## src/rtl/atpwc_defines.svh

```systemverilog
`ifndef ATPWC_DEFINES_SVH
`define ATPWC_DEFINES_SVH
`define ATPWC_OFS_CTRL_A 8'hb0
`define ATPWC_OFS_CTRL_B 8'hb1
`define ATPWC_OFS_COUNT 8'hb2
`define ATPWC_OFS_CMP_A 8'hb3
`define ATPWC_OFS_CMP_B 8'hb4
`define ATPWC_OFS_GEN_CTRL 8'hb5
`define ATPWC_OFS_ASYNC_STAT 8'hb6
`define ATPWC_MASK_CTRL_A 8'hf3
`define ATPWC_MASK_CTRL_B 8'h0f
`define ATPWC_COMA_HI 7
`define ATPWC_COMA_LO 6
`define ATPWC_COMB_HI 5
`define ATPWC_COMB_LO 4
`define ATPWC_WGM_HI 1
`define ATPWC_WGM_LO 0
`define ATPWC_WGM2_BIT 3
`define ATPWC_CS_HI 2
`define ATPWC_CS_LO 0
`define ATPWC_ASYNC_BIT 0
`define ATPWC_PSR_BIT 0
`define ATPWC_RST_BYTE 8'h00
`define ATPWC_MAX 8'hff
`define ATPWC_BOTTOM 8'h00
`endif

```

## src/rtl/atpwc_pkg.sv

```systemverilog
`default_nettype none
package atpwc_pkg;
  typedef enum logic [4:0] {
    K_NORMAL = 5'b00001,
    K_CTC = 5'b00010,
    K_FAST = 5'b00100,
    K_PHASE = 5'b01000,
    K_RSVD = 5'b10000
  } atpwc_kind_t;
  typedef enum logic [1:0] {
    DIR_UP = 2'b01,
    DIR_DOWN = 2'b10
  } atpwc_dir_t;
endpackage
`default_nettype wire

```

## src/rtl/atpwc_top.sv

```systemverilog
`include "atpwc_defines.svh"
`default_nettype none
module atpwc_top
  import atpwc_pkg::*;
(
  input wire logic clk_sys,
  input wire logic rst_n,
  input wire logic [7:0] addr,
  input wire logic [7:0] wdata,
  input wire logic wr_en,
  input wire logic rd_en,
  output logic [7:0] rdata,
  input wire logic osc_pin_in,
  input wire logic dir_a,
  input wire logic dir_b,
  output logic compare_out_a,
  output logic compare_out_a_oe_n,
  output logic compare_out_b,
  output logic compare_out_b_oe_n,
  output logic osc_detach,
  output logic overflow_flag
);

  // three-bit mode decode into one-hot kind
  function automatic atpwc_kind_t kind_of(input logic [2:0] m);
    atpwc_kind_t k;
    k = K_RSVD;
    unique case (m)
      3'h0: k = K_NORMAL;
      3'h2: k = K_CTC;
      3'h3, 3'h7: k = K_FAST;
      3'h1, 3'h5: k = K_PHASE;
      3'h4, 3'h6: k = K_RSVD;
    endcase
    return k;
  endfunction

  // prescaler low bits that must be all ones for a tap
  function automatic logic [9:0] tap_mask(input logic [2:0] cs);
    logic [9:0] m;
    m = 10'h000;
    unique case (cs)
      3'h0, 3'h1: m = 10'h000;
      3'h2: m = 10'h007;
      3'h3: m = 10'h01f;
      3'h4: m = 10'h03f;
      3'h5: m = 10'h07f;
      3'h6: m = 10'h0ff;
      3'h7: m = 10'h3ff;
    endcase
    return m;
  endfunction

  // next output level of one compare channel on a timer tick
  function automatic logic wave_next(
    input logic oc,
    input logic [1:0] com,
    input atpwc_kind_t k,
    input logic tog_ok,
    input logic match,
    input logic at_top,
    input logic at_bot,
    input logic up,
    input logic cmp_is_top,
    input logic sub_top
  );
    logic n;
    logic spec;
    logic hit;
    logic bot_evt;
    n = oc;
    spec = cmp_is_top & com[1] & ((k == K_FAST) | (k == K_PHASE));
    hit = match & ~spec;
    bot_evt = (spec & sub_top) ? at_top : at_bot;
    unique case (k)
      K_NORMAL, K_CTC:
      begin
        if (hit && com == 2'b01)
          n = ~oc;
        else if (hit && com[1])
          n = com[0];
      end
      K_FAST:
      begin
        if (com[1] && bot_evt)
          n = ~com[0];
        if (hit && com[1])
          n = com[0];
        else if (hit && com[0] && tog_ok)
          n = ~oc;
      end
      K_PHASE:
      begin
        if (hit && com[1])
          n = up ? com[0] : ~com[0];
        else if (hit && com[0] && tog_ok)
          n = ~oc;
        if (spec && at_top)
          n = ~com[0];
      end
      K_RSVD: n = oc;
    endcase
    return n;
  endfunction

  logic [7:0] ctrl_a_q;
  logic [7:0] ctrl_b_q;
  logic async_sel_q;
  logic [7:0] cmp_a_buf_q;
  logic [7:0] cmp_b_buf_q;
  logic [7:0] cmp_a_q;
  logic [7:0] cmp_b_q;
  logic [7:0] cnt_q;
  atpwc_dir_t dir_q;
  logic block_q;
  logic [9:0] pre_q;
  logic osc_s1_q;
  logic osc_s2_q;
  logic osc_s3_q;
  logic oc_a_q;
  logic oc_b_q;
  logic oe_n_a_q;
  logic oe_n_b_q;
  logic detach_q;
  logic ovf_q;
  logic [7:0] rdata_q;

  logic [1:0] com_a;
  logic [1:0] com_b;
  logic [2:0] cs;
  logic [2:0] mode;
  atpwc_kind_t kind;
  logic [7:0] top;
  logic src_tick;
  logic timer_tick;
  logic psr_wr;
  logic cnt_wr;
  logic at_top;
  logic at_bot;
  logic match_a;
  logic match_b;
  logic conn_a;
  logic conn_b;
  logic ovf_evt;

  // field extraction and mode decode
  assign com_a = ctrl_a_q[`ATPWC_COMA_HI:`ATPWC_COMA_LO];
  assign com_b = ctrl_a_q[`ATPWC_COMB_HI:`ATPWC_COMB_LO];
  assign cs = ctrl_b_q[`ATPWC_CS_HI:`ATPWC_CS_LO];
  assign mode = {ctrl_b_q[`ATPWC_WGM2_BIT],
                 ctrl_a_q[`ATPWC_WGM_HI:`ATPWC_WGM_LO]};
  assign kind = kind_of(mode);
  assign top = (mode[2] || kind == K_CTC) ? cmp_a_q : `ATPWC_MAX;
  assign at_top = (cnt_q == top);
  assign at_bot = (cnt_q == `ATPWC_BOTTOM);
  assign match_a = (cnt_q == cmp_a_q) && !block_q;
  assign match_b = (cnt_q == cmp_b_q) && !block_q;
  assign psr_wr = wr_en && (addr == `ATPWC_OFS_GEN_CTRL)
                  && wdata[`ATPWC_PSR_BIT];
  assign cnt_wr = wr_en && (addr == `ATPWC_OFS_COUNT);

  // source clock: every cycle, or rising oscillator edges when async
  assign src_tick = async_sel_q ? (osc_s2_q & ~osc_s3_q) : 1'b1;
  assign timer_tick = src_tick && (cs != 3'h0)
    && ((pre_q & tap_mask(cs)) == tap_mask(cs));

  // channel connection; reserved or gated toggle codes stay off
  assign conn_a = (com_a != 2'b00) && !((kind == K_FAST || kind == K_PHASE)
    && com_a == 2'b01 && !ctrl_b_q[`ATPWC_WGM2_BIT]);
  assign conn_b = (com_b != 2'b00) && !((kind == K_FAST || kind == K_PHASE)
    && com_b == 2'b01);

  // overflow point per mode
  always_comb
  begin
    ovf_evt = 1'b0;
    unique case (kind)
      K_NORMAL, K_CTC: ovf_evt = timer_tick && cnt_q == `ATPWC_MAX;
      K_FAST: ovf_evt = timer_tick && at_top;
      K_PHASE: ovf_evt = timer_tick && at_bot && dir_q == DIR_DOWN;
      K_RSVD: ovf_evt = 1'b0;
    endcase
  end

  // control and status registers
  always_ff @(posedge clk_sys or negedge rst_n)
  begin
    if (!rst_n)
    begin
      ctrl_a_q <= `ATPWC_RST_BYTE;
      ctrl_b_q <= `ATPWC_RST_BYTE;
      async_sel_q <= 1'b0;
      cmp_a_buf_q <= `ATPWC_RST_BYTE;
      cmp_b_buf_q <= `ATPWC_RST_BYTE;
    end
    else if (wr_en)
    begin
      if (addr == `ATPWC_OFS_CTRL_A)
        ctrl_a_q <= wdata & `ATPWC_MASK_CTRL_A;
      if (addr == `ATPWC_OFS_CTRL_B)
        ctrl_b_q <= wdata & `ATPWC_MASK_CTRL_B;
      if (addr == `ATPWC_OFS_ASYNC_STAT)
        async_sel_q <= wdata[`ATPWC_ASYNC_BIT];
      if (addr == `ATPWC_OFS_CMP_A)
        cmp_a_buf_q <= wdata;
      if (addr == `ATPWC_OFS_CMP_B)
        cmp_b_buf_q <= wdata;
    end
  end

  // oscillator pin synchroniser and edge stage
  always_ff @(posedge clk_sys or negedge rst_n)
  begin
    if (!rst_n)
    begin
      osc_s1_q <= 1'b0;
      osc_s2_q <= 1'b0;
      osc_s3_q <= 1'b0;
    end
    else
    begin
      osc_s1_q <= osc_pin_in;
      osc_s2_q <= osc_s1_q;
      osc_s3_q <= osc_s2_q;
    end
  end

  // prescaler, restarted by software strobe
  always_ff @(posedge clk_sys or negedge rst_n)
  begin
    if (!rst_n)
      pre_q <= 10'h000;
    else if (psr_wr)
      pre_q <= 10'h000;
    else if (src_tick)
      pre_q <= pre_q + 10'h001;
  end

  // compare buffers: immediate, or at TOP in both PWM modes
  always_ff @(posedge clk_sys or negedge rst_n)
  begin
    if (!rst_n)
    begin
      cmp_a_q <= `ATPWC_RST_BYTE;
      cmp_b_q <= `ATPWC_RST_BYTE;
    end
    else if ((kind == K_NORMAL || kind == K_CTC || kind == K_RSVD)
             || (timer_tick && at_top && kind == K_FAST)
             || (timer_tick && at_top && kind == K_PHASE
                 && dir_q == DIR_UP))
    begin
      cmp_a_q <= cmp_a_buf_q;
      cmp_b_q <= cmp_b_buf_q;
    end
  end

  // counter and direction
  always_ff @(posedge clk_sys or negedge rst_n)
  begin
    if (!rst_n)
    begin
      cnt_q <= `ATPWC_RST_BYTE;
      dir_q <= DIR_UP;
      block_q <= 1'b0;
    end
    else if (cnt_wr)
    begin
      cnt_q <= wdata;
      block_q <= 1'b1;
    end
    else if (timer_tick)
    begin
      block_q <= 1'b0;
      unique case (kind)
        K_NORMAL: cnt_q <= cnt_q + 8'h01;
        K_CTC, K_FAST: cnt_q <= at_top ? `ATPWC_BOTTOM
                                       : cnt_q + 8'h01;
        K_PHASE:
        begin
          if (dir_q == DIR_UP && at_top)
          begin
            dir_q <= DIR_DOWN;
            cnt_q <= cnt_q - 8'h01;
          end
          else if (dir_q == DIR_DOWN && at_bot)
          begin
            dir_q <= DIR_UP;
            cnt_q <= cnt_q + 8'h01;
          end
          else if (dir_q == DIR_UP)
            cnt_q <= cnt_q + 8'h01;
          else
            cnt_q <= cnt_q - 8'h01;
        end
        K_RSVD: cnt_q <= cnt_q;
      endcase
    end
  end

  // waveform outputs, pin drivers and overflow strobe
  always_ff @(posedge clk_sys or negedge rst_n)
  begin
    if (!rst_n)
    begin
      oc_a_q <= 1'b0;
      oc_b_q <= 1'b0;
      oe_n_a_q <= 1'b1;
      oe_n_b_q <= 1'b1;
      detach_q <= 1'b0;
      ovf_q <= 1'b0;
    end
    else
    begin
      if (timer_tick)
      begin
        oc_a_q <= wave_next(oc_a_q, com_a, kind, ctrl_b_q[`ATPWC_WGM2_BIT],
          match_a, at_top, at_bot, dir_q == DIR_UP, cmp_a_q == top,
          1'b0);
        oc_b_q <= wave_next(oc_b_q, com_b, kind, 1'b0, match_b, at_top,
          at_bot, dir_q == DIR_UP, cmp_b_q == top,
          1'b1);
      end
      oe_n_a_q <= !(conn_a && dir_a);
      oe_n_b_q <= !(conn_b && dir_b);
      detach_q <= async_sel_q;
      ovf_q <= ovf_evt;
    end
  end

  // read port, data valid only in the cycle after the strobe
  always_ff @(posedge clk_sys or negedge rst_n)
  begin
    if (!rst_n)
      rdata_q <= `ATPWC_RST_BYTE;
    else if (!rd_en)
      rdata_q <= `ATPWC_RST_BYTE;
    else
    begin
      unique case (addr)
        `ATPWC_OFS_CTRL_A: rdata_q <= ctrl_a_q;
        `ATPWC_OFS_CTRL_B: rdata_q <= ctrl_b_q;
        `ATPWC_OFS_COUNT: rdata_q <= cnt_q;
        `ATPWC_OFS_CMP_A: rdata_q <= cmp_a_buf_q;
        `ATPWC_OFS_CMP_B: rdata_q <= cmp_b_buf_q;
        `ATPWC_OFS_ASYNC_STAT: rdata_q <= {7'h00, async_sel_q};
        default: rdata_q <= `ATPWC_RST_BYTE;
      endcase
    end
  end

  assign rdata = rdata_q;
  assign compare_out_a = oc_a_q;
  assign compare_out_b = oc_b_q;
  assign compare_out_a_oe_n = oe_n_a_q;
  assign compare_out_b_oe_n = oe_n_b_q;
  assign osc_detach = detach_q;
  assign overflow_flag = ovf_q;
endmodule
`default_nettype wire

```

## config.mk

```make
export PLATFORM = sky130hd
export DESIGN_NAME = atpwc_top
export DESIGN_NICKNAME = d
export VERILOG_FILES = /design/src/rtl/atpwc_pkg.sv /design/src/rtl/atpwc_top.sv
export VERILOG_INCLUDE_DIRS = /design/src /design/src/rtl
export SDC_FILE = /design/constraint.sdc
export NUM_CORES = 1
export LEC_CHECK = 0
export BUFFER_PORTS_ARGS = -buffer_cell sky130_fd_sc_hd__buf_2
export CAP_MARGIN = 5
export CORE_MARGIN = 2
export CORE_UTILIZATION = 25
export DETAILED_ROUTE_END_ITERATION = 6
export GPL_TIMING_DRIVEN = 0
export PLACE_DENSITY = 0.52
export REMOVE_ABC_BUFFERS = 1
export SYNTH_ARGS = -nofsm -noshare
export SYNTH_HDL_FRONTEND = slang
export SYNTH_SLANG_ARGS = --single-unit
```

## constraint.sdc

```tcl
create_clock -name clk_sys -period 3.5 [get_ports clk_sys]
set_input_delay 0 -clock clk_sys [delete_from_list [all_inputs] [get_ports clk_sys]]
set_output_delay 0 -clock clk_sys [all_outputs]
set_load 0.05 [all_outputs]
```

After elaboration in Yosys (flattened, before gate mapping)
Memory sizes are Yosys's and may differ from the RTL's.
Cells that the tools add are included.
W data, S select, Z words.
Word-level totals
  output and inout bits: 14
  logic and storage cells: 175
  register bits after elaboration: 81
  memories kept: 3
  input bits: 23
  bits in read-only memories: 200
Memories
  (name not given): words 8, bits a word 10, rd ports 1, clocked after memory_dff 0, write ports 0, RTL line atpwc_top.sv:42  | unique case (cs)
  (name not given): words 8, bits a word 10, rd ports 1, clocked after memory_dff 0, write ports 0, RTL line atpwc_top.sv:42
  (name not given): words 8, bits a word 5, rd ports 1, clocked after memory_dff 0, write ports 0, RTL line atpwc_top.sv:28  | unique case (m)
Operators by class
  equality and inequality tests: 30
  add/sub/neg operators: 3
  reductions and logical operators: 63
  bitwise gates (word level): 18
  multiplexer cells: 37
Operator list (number)
  $eq A8 B8 Y1 const B: 8
  $mux W8: 8
  $pmux W8 S6: 1
  $eq A8 B8 Y1: 5
  $logic_and A1 B1 Y1: 33
  $pmux W8 S3: 1
  $mux W1: 20
  $mux W10: 2
  $reduce_and A2 Y1: 6
  $add A10 B1 Y10 const B: 1
  $and A10 B10 Y10: 1
  $eq A10 B10 Y1: 1
  $reduce_and A5 Y1: 2
  $reduce_bool A2 Y1: 5
  $not A1 Y1: 9
  $add A8 B1 Y8 const B: 1
  $logic_not A8 Y1: 1
  $ne A4 B1 Y1 const B: 2
  $sub A8 B1 Y8 const B: 1
  $and A1 B1 Y1: 7
  $eq A2 B1 Y1 const B: 3
  $logic_not A1 Y1: 6
  $logic_or A1 B1 Y1: 6
  $ne A3 B1 Y1 const B: 2
  15 further kinds: 19

Logic depth before layout (Yosys ltp)
An unclocked memory read counts as a cell.
  depth in word-level cells: 15
  gate-level depth with buffers: 12
  depth with buffers taken out: 10

Least setup slack after synthesis
No wires, ideal clock.
  kind: reg-to-reg
  start: reg cnt_q[1]
  end: reg cnt_q[3]
  data arrival time: 2.895 ns
  required time: 3.389 ns
  path slack: 0.494 ns
  path buffers: 2
  setup time: 0.111 ns
  stages on the path, launching flop included: 13
  cells stage by stage: dfrtp_1 clkbuf_1 inv_1 ha_1 or3b_4 or4b_4 or3b_4 nand3_2 o21ai_2 buf_6 a31oi_1 o211ai_1 a222oi_1
On the way
  word-level cells in the longest chain between the ends: 7
  elaborated cells between the ends (all ways): 13
  those cells by class: add/sub: 2; eq/ne: 1; mux: 7; reduce/logical: 3
Ends and longest elaborated chain
  start: declaration: RTL line atpwc_top.sv:113  | logic [7:0] cnt_q;
  start signal: assignment: RTL line atpwc_top.sv:262  | cnt_q <= `ATPWC_RST_BYTE;
  start signal: assignment: RTL line atpwc_top.sv:268  | cnt_q <= wdata;
  start signal: assignment: RTL line atpwc_top.sv:275  | K_NORMAL: cnt_q <= cnt_q + 8'h01;
  $sub A8 B1 Y8 (tied with other cells): RTL line atpwc_top.sv:283, atpwc_top.sv:293
  $mux W8 / $logic_and A1 B1 Y1 (equally long branches): RTL line atpwc_top.sv:290, atpwc_top.sv:285
  $mux W8: RTL line atpwc_top.sv:285  | else if (dir_q == DIR_DOWN && at_bot)
  $mux W8: RTL line atpwc_top.sv:280  | if (dir_q == DIR_UP && at_top)
  $pmux W8 S3 (*): RTL line atpwc_top.sv:274  | unique case (kind)
  $mux W8 (*): RTL line atpwc_top.sv:271  | else if (timer_tick)
  $mux W8 (*): RTL line atpwc_top.sv:266  | else if (cnt_wr)
Mark *: on every way between the ends. The rest lies on a longest branch, timed or not. The select of a mux whose other input is x is not followed.
A chain may end at the register's enable or synchronous reset.

Worst setup path after layout
  start: reg ctrl_a_q[1]
  end: reg cnt_q[5]
On the way
  word-level cells in the longest chain between the ends: 10
  elaborated cells between the ends (all ways): 18
  those cells by class: eq/ne: 7; mux: 6; reduce/logical: 4; memory: 1
Ends and longest elaborated chain
  start: declaration: RTL line atpwc_top.sv:106  | logic [7:0] ctrl_a_q;
  start signal: assignment: RTL line atpwc_top.sv:190  | ctrl_a_q <= `ATPWC_RST_BYTE;
  start signal: assignment: RTL line atpwc_top.sv:199  | ctrl_a_q <= wdata & `ATPWC_MASK_CTRL_A;
  $mem_v2 Z8 W5 (*)
  $eq A5 B2 Y1: RTL line atpwc_top.sv:153, atpwc_top.sv:274
  $logic_or A1 B1 Y1: RTL line atpwc_top.sv:153  | assign top = (mode[2] || kind == K_CTC) ? cmp_a_q : `ATPWC_MAX;
  $mux W8 (no source line)
  $eq A8 B8 Y1: RTL line atpwc_top.sv:154  | assign at_top = (cnt_q == top);
  $logic_and A1 B1 Y1: RTL line atpwc_top.sv:280
  $mux W8: RTL line atpwc_top.sv:280
  $pmux W8 S3: RTL line atpwc_top.sv:274
  $mux W8: RTL line atpwc_top.sv:271
  $mux W8: RTL line atpwc_top.sv:266
  end signal: assignment: RTL line atpwc_top.sv:268
  end signal: assignment: RTL line atpwc_top.sv:275
  end signal: assignment: RTL line atpwc_top.sv:276  | K_CTC, K_FAST: cnt_q <= at_top ? `ATPWC_BOTTOM
Marked as above.

==> metrics.cfg <==
[run_status]
status = completed

[setup_path]
cp.required_ns = 3.74
cp.arrival_ns = 3.61
crit_buf_inv = 0
endpoint_kind = flip-flop
r2r_setup_slack_ns = 0.13
crit_slowest_cell = dfrtp_1
worstSetupPathType = flip-flop to flip-flop
crit_chain = nor2b_2 > nor2_1 > a211oi_2 > nand3_2 > o21ai_2 > nor2_1 > a211o_1 > a32o_1
worstSetupStartpointType = flip-flop
cp_common_cell = nor2_1
crit_family = compound AO/OA/AOI/OAI gates
cp_max_fo = 14
slowest_delay_ns = 0.69
reg2reg_from = ctrl_a_q[1]
worstRegToRegCells = 8
worstReg2RegEnd = cnt_q[5]

[yosys]
synth_compound_area_share_pct = 17.90
synth-edff-count = 0
synth.distinct_cells = 60
syn_inst = 554
synth_warnings = 0
synthSimpleGateAreaFrac_pct = 19.78
avgSynthCellArea_sq_um = 9.133
yosysSeqAreaShare_pct = 40.13
synthXorXnorAreaFrac_pct = 5.712
ys.flop_type = dfrtp_1
synthArstFlopShare_pct = 100.0
muxShareOfSynthArea_pct = 11.94
synth_seq_cells = 81
synth_top_family_by_area = simple AND/OR/NAND/NOR gates
synthAdderAreaFrac_pct = 0.7418
synthTopCellsByArea = dfrtp_1 (39%), mux2_2 (9.1%), nor2_1 (4.2%)
syn_area_sq_um = 5060
yosysTopAreaCellShare_pct = 38.58
synth_top_cell_by_area = dfrtp_1

[worst_hold_path]
holdPathEnd = cmp_a_buf_q[4]
whs_path_depth = 2
min_from = wdata[4]
hold_class = primary input to flip-flop

[power]
p_leak_nw = 2.491
max-vdd-ir-drop_mv = 0.3237
power.switching_mw = 0.9662
powerDensity_nw_per_um2 = 496.8
netSwitchingFraction_pct = 32.72
power_frac_comb_pct = 22.4
clock_power_share_pct = 35.3
seq_power_share_pct = 42.3
p_int_mw = 1.987

[grt]
grtUsageMet3_pct = 2.625
grt_pass1_wl_um = 24050
grt_usage_pct = 14.12
grt-busiest-layer = met2
grt_max_degree = 43
grt_antenna_before_repair = 0
grt-ovfl-total = 0
use_met1_pct = 20.44
grt_use_met2_pct = 21.79
grt_pass1_vias = 4212

[clocking]
cts_num_sinks = 81
clk_latency_ns = 0.35
h-tree-depth = 3
clockBufferDepth = 2
clk_pin_slew_ns = 0.07
cts_inserted_buffers = 9
root_buffer = clkbuf_16
cts_tree = yes

[final_layout]
fin_nets = 610
final_cell_mix = dfrtp_1 (76), nor2_1 (56), nand2_1 (53)
syn_to_final_growth_pct = 17.48
final_common_cell = dfrtp_1
diodes = 0
drive_gt1_share_pct = 18.85

[timing]
tns_ns = 0
slew_headroom_pct = 40.78
fin_skew_ns = 0.01105
period_needed_ns = 3.365
fmax_ghz = 0.2971
fin_crit_sh_pct = 96.16
final-hold-violation-count = 0
report.final.slew_viol_count = 0
worstMarginPinSlew_ns = 0.8816
setup_violations = 0
rsz0062_at_grt = false
holdWs_ns = 0.01748

[detailed_routing]
drt_wl_total_um = 14710
vias = 4333
route.detailed.wl_per_inst_um = 17.13
drc = 0
ant_nets = 0
viasPerCell = 5.044
drt_iter0_markers = 241
drt_pass1_iterations = 5

[placement]
hpwl_um = 10520
gp_congestion = 0.8475
io_buffers = 36

[die]
fp.dieH_um = 146.3
rows = 52
fp.dieW_um = 146.3
ios = 37
die_area_sq_um = 21390
initial_core_util_pct = 25.25
core_sq_um = 20040

[run]
cap_violations = 0

logic make-up after synthesis:
family | Yosys count
multiplexers | 54
XOR/XNOR | 33
flip-flops | 81
adder cells (fa/ha/maj) | 3
buffers and inverters | 46
AO/OA/AOI/OAI | 135
AND/OR/NAND/NOR | 202
power groups by stage:
stage,Sequential [mW],Combinational (mW),Clock [mW]
4_1_cts,1.25,0.665,1.06
6_report,1.25,0.663,1.04
2_1_floorplan,1.20,0.486,0
5_1_grt,1.27,0.743,1.10
3_5_place_dp,1.27,0.642,0
3_3_place_gp,1.26,0.636,0
worst max path at each step:
| stage | start | to | slack [ns] | cells past startpoint |
|---|---|---|---|---|
| 2_1_floorplan | ctrl_a_q[0] | cmp_a_q[0] | 0.52 | 7 |
| 3_3_place_gp | ctrl_a_q[0] | cmp_b_q[6] | -0.74 | 7 |
| 3_5_place_dp | ctrl_a_q[0] | cmp_b_q[1] | -0.74 | 7 |
| 4_1_cts | cnt_q[0] | cnt_q[3] | 0.11 | 10 |
| 5_1_grt | cnt_q[1] | cnt_q[3] | 0.01 | 10 |
| 6_report | ctrl_a_q[1] | cnt_q[5] | 0.13 | 8 |
metrics by stage:
| stage | power [mW] | area [sq um] | utilization (%) | instances | setup slack (ns) |
|---|---|---|---|---|---|
| 2_1_floorplan | 1.683 | 4925 | - | 523 | 0.5186 |
| 3_3_place_gp | 1.898 | 5443 | 27.16 | 829 | -0.7404 |
| 3_5_place_dp | 1.907 | 5478 | 27.34 | 831 | -0.7434 |
| 4_1_cts | 2.975 | 5943 | 29.66 | 859 | 0.1121 |
| 5_1_grt | 3.114 | 5944 | 29.66 | 859 | 0.01161 |
| 6_report | 2.953 | 5944 | 29.66 | 859 | 0.1346 |
sequential cells by signal, summed over array words and instances (netlist names), 2 cells and up:
signal,cells
cmp_a_buf_q,8
cnt_q,8
cmp_b_q,8
pre_q,10
rdata,8
cmp_b_buf_q,8
ctrl_a_q,6
dir_q,2
cmp_a_q,8
ctrl_b_q,4
final cells by class:
| class | instances | area (sq um) |
|---|---|---|
| tap | 270 | 337.8 |
| clock inverter | 6 | 90.09 |
| timing repair buffer | 50 | 345.3 |
| sequential | 81 | 2033 |
| fill | 2164 | 14090 |
| clock buffer | 10 | 229.0 |
| inverter | 15 | 56.30 |
| multi-input combinational | 427 | 2853 |
timing repair:
item	in CTS	in global routing
hold endpoints to repair	56	0
setup buffers	1	0
resized for setup	4	1
hold buffers	11	0
pin swaps	1	0
endpoints found under the setup margin	24	1
routing by layer:
metal  routed length, um  part of all wire (%)  up-vias
met5                   0                     0        -
met4                 240                   1.6        0
met3                 555                   3.8       19
met2                6627                    45       82
met1                7288                    50     2144
li1                    -                     -     2088
synth_stat cells (all sizes together) (5+ instances only):
cell and number:
a211oi 5, inv 14, nor2b 7, o31ai 8, mux2 41, and3 12, nand2b 10, xnor2 18
nand4 9, o21ai 40, mux2i 12, clkbuf 25, nor2 56, a21oi 23, a31oi 10, nor3 12
nand2 53, o211ai 5, dfrtp 78, nor4 7, nor3b 5, buf 6, nand3 17, xor2 15
Note: power is estimated with default switching activity, not from simulation.
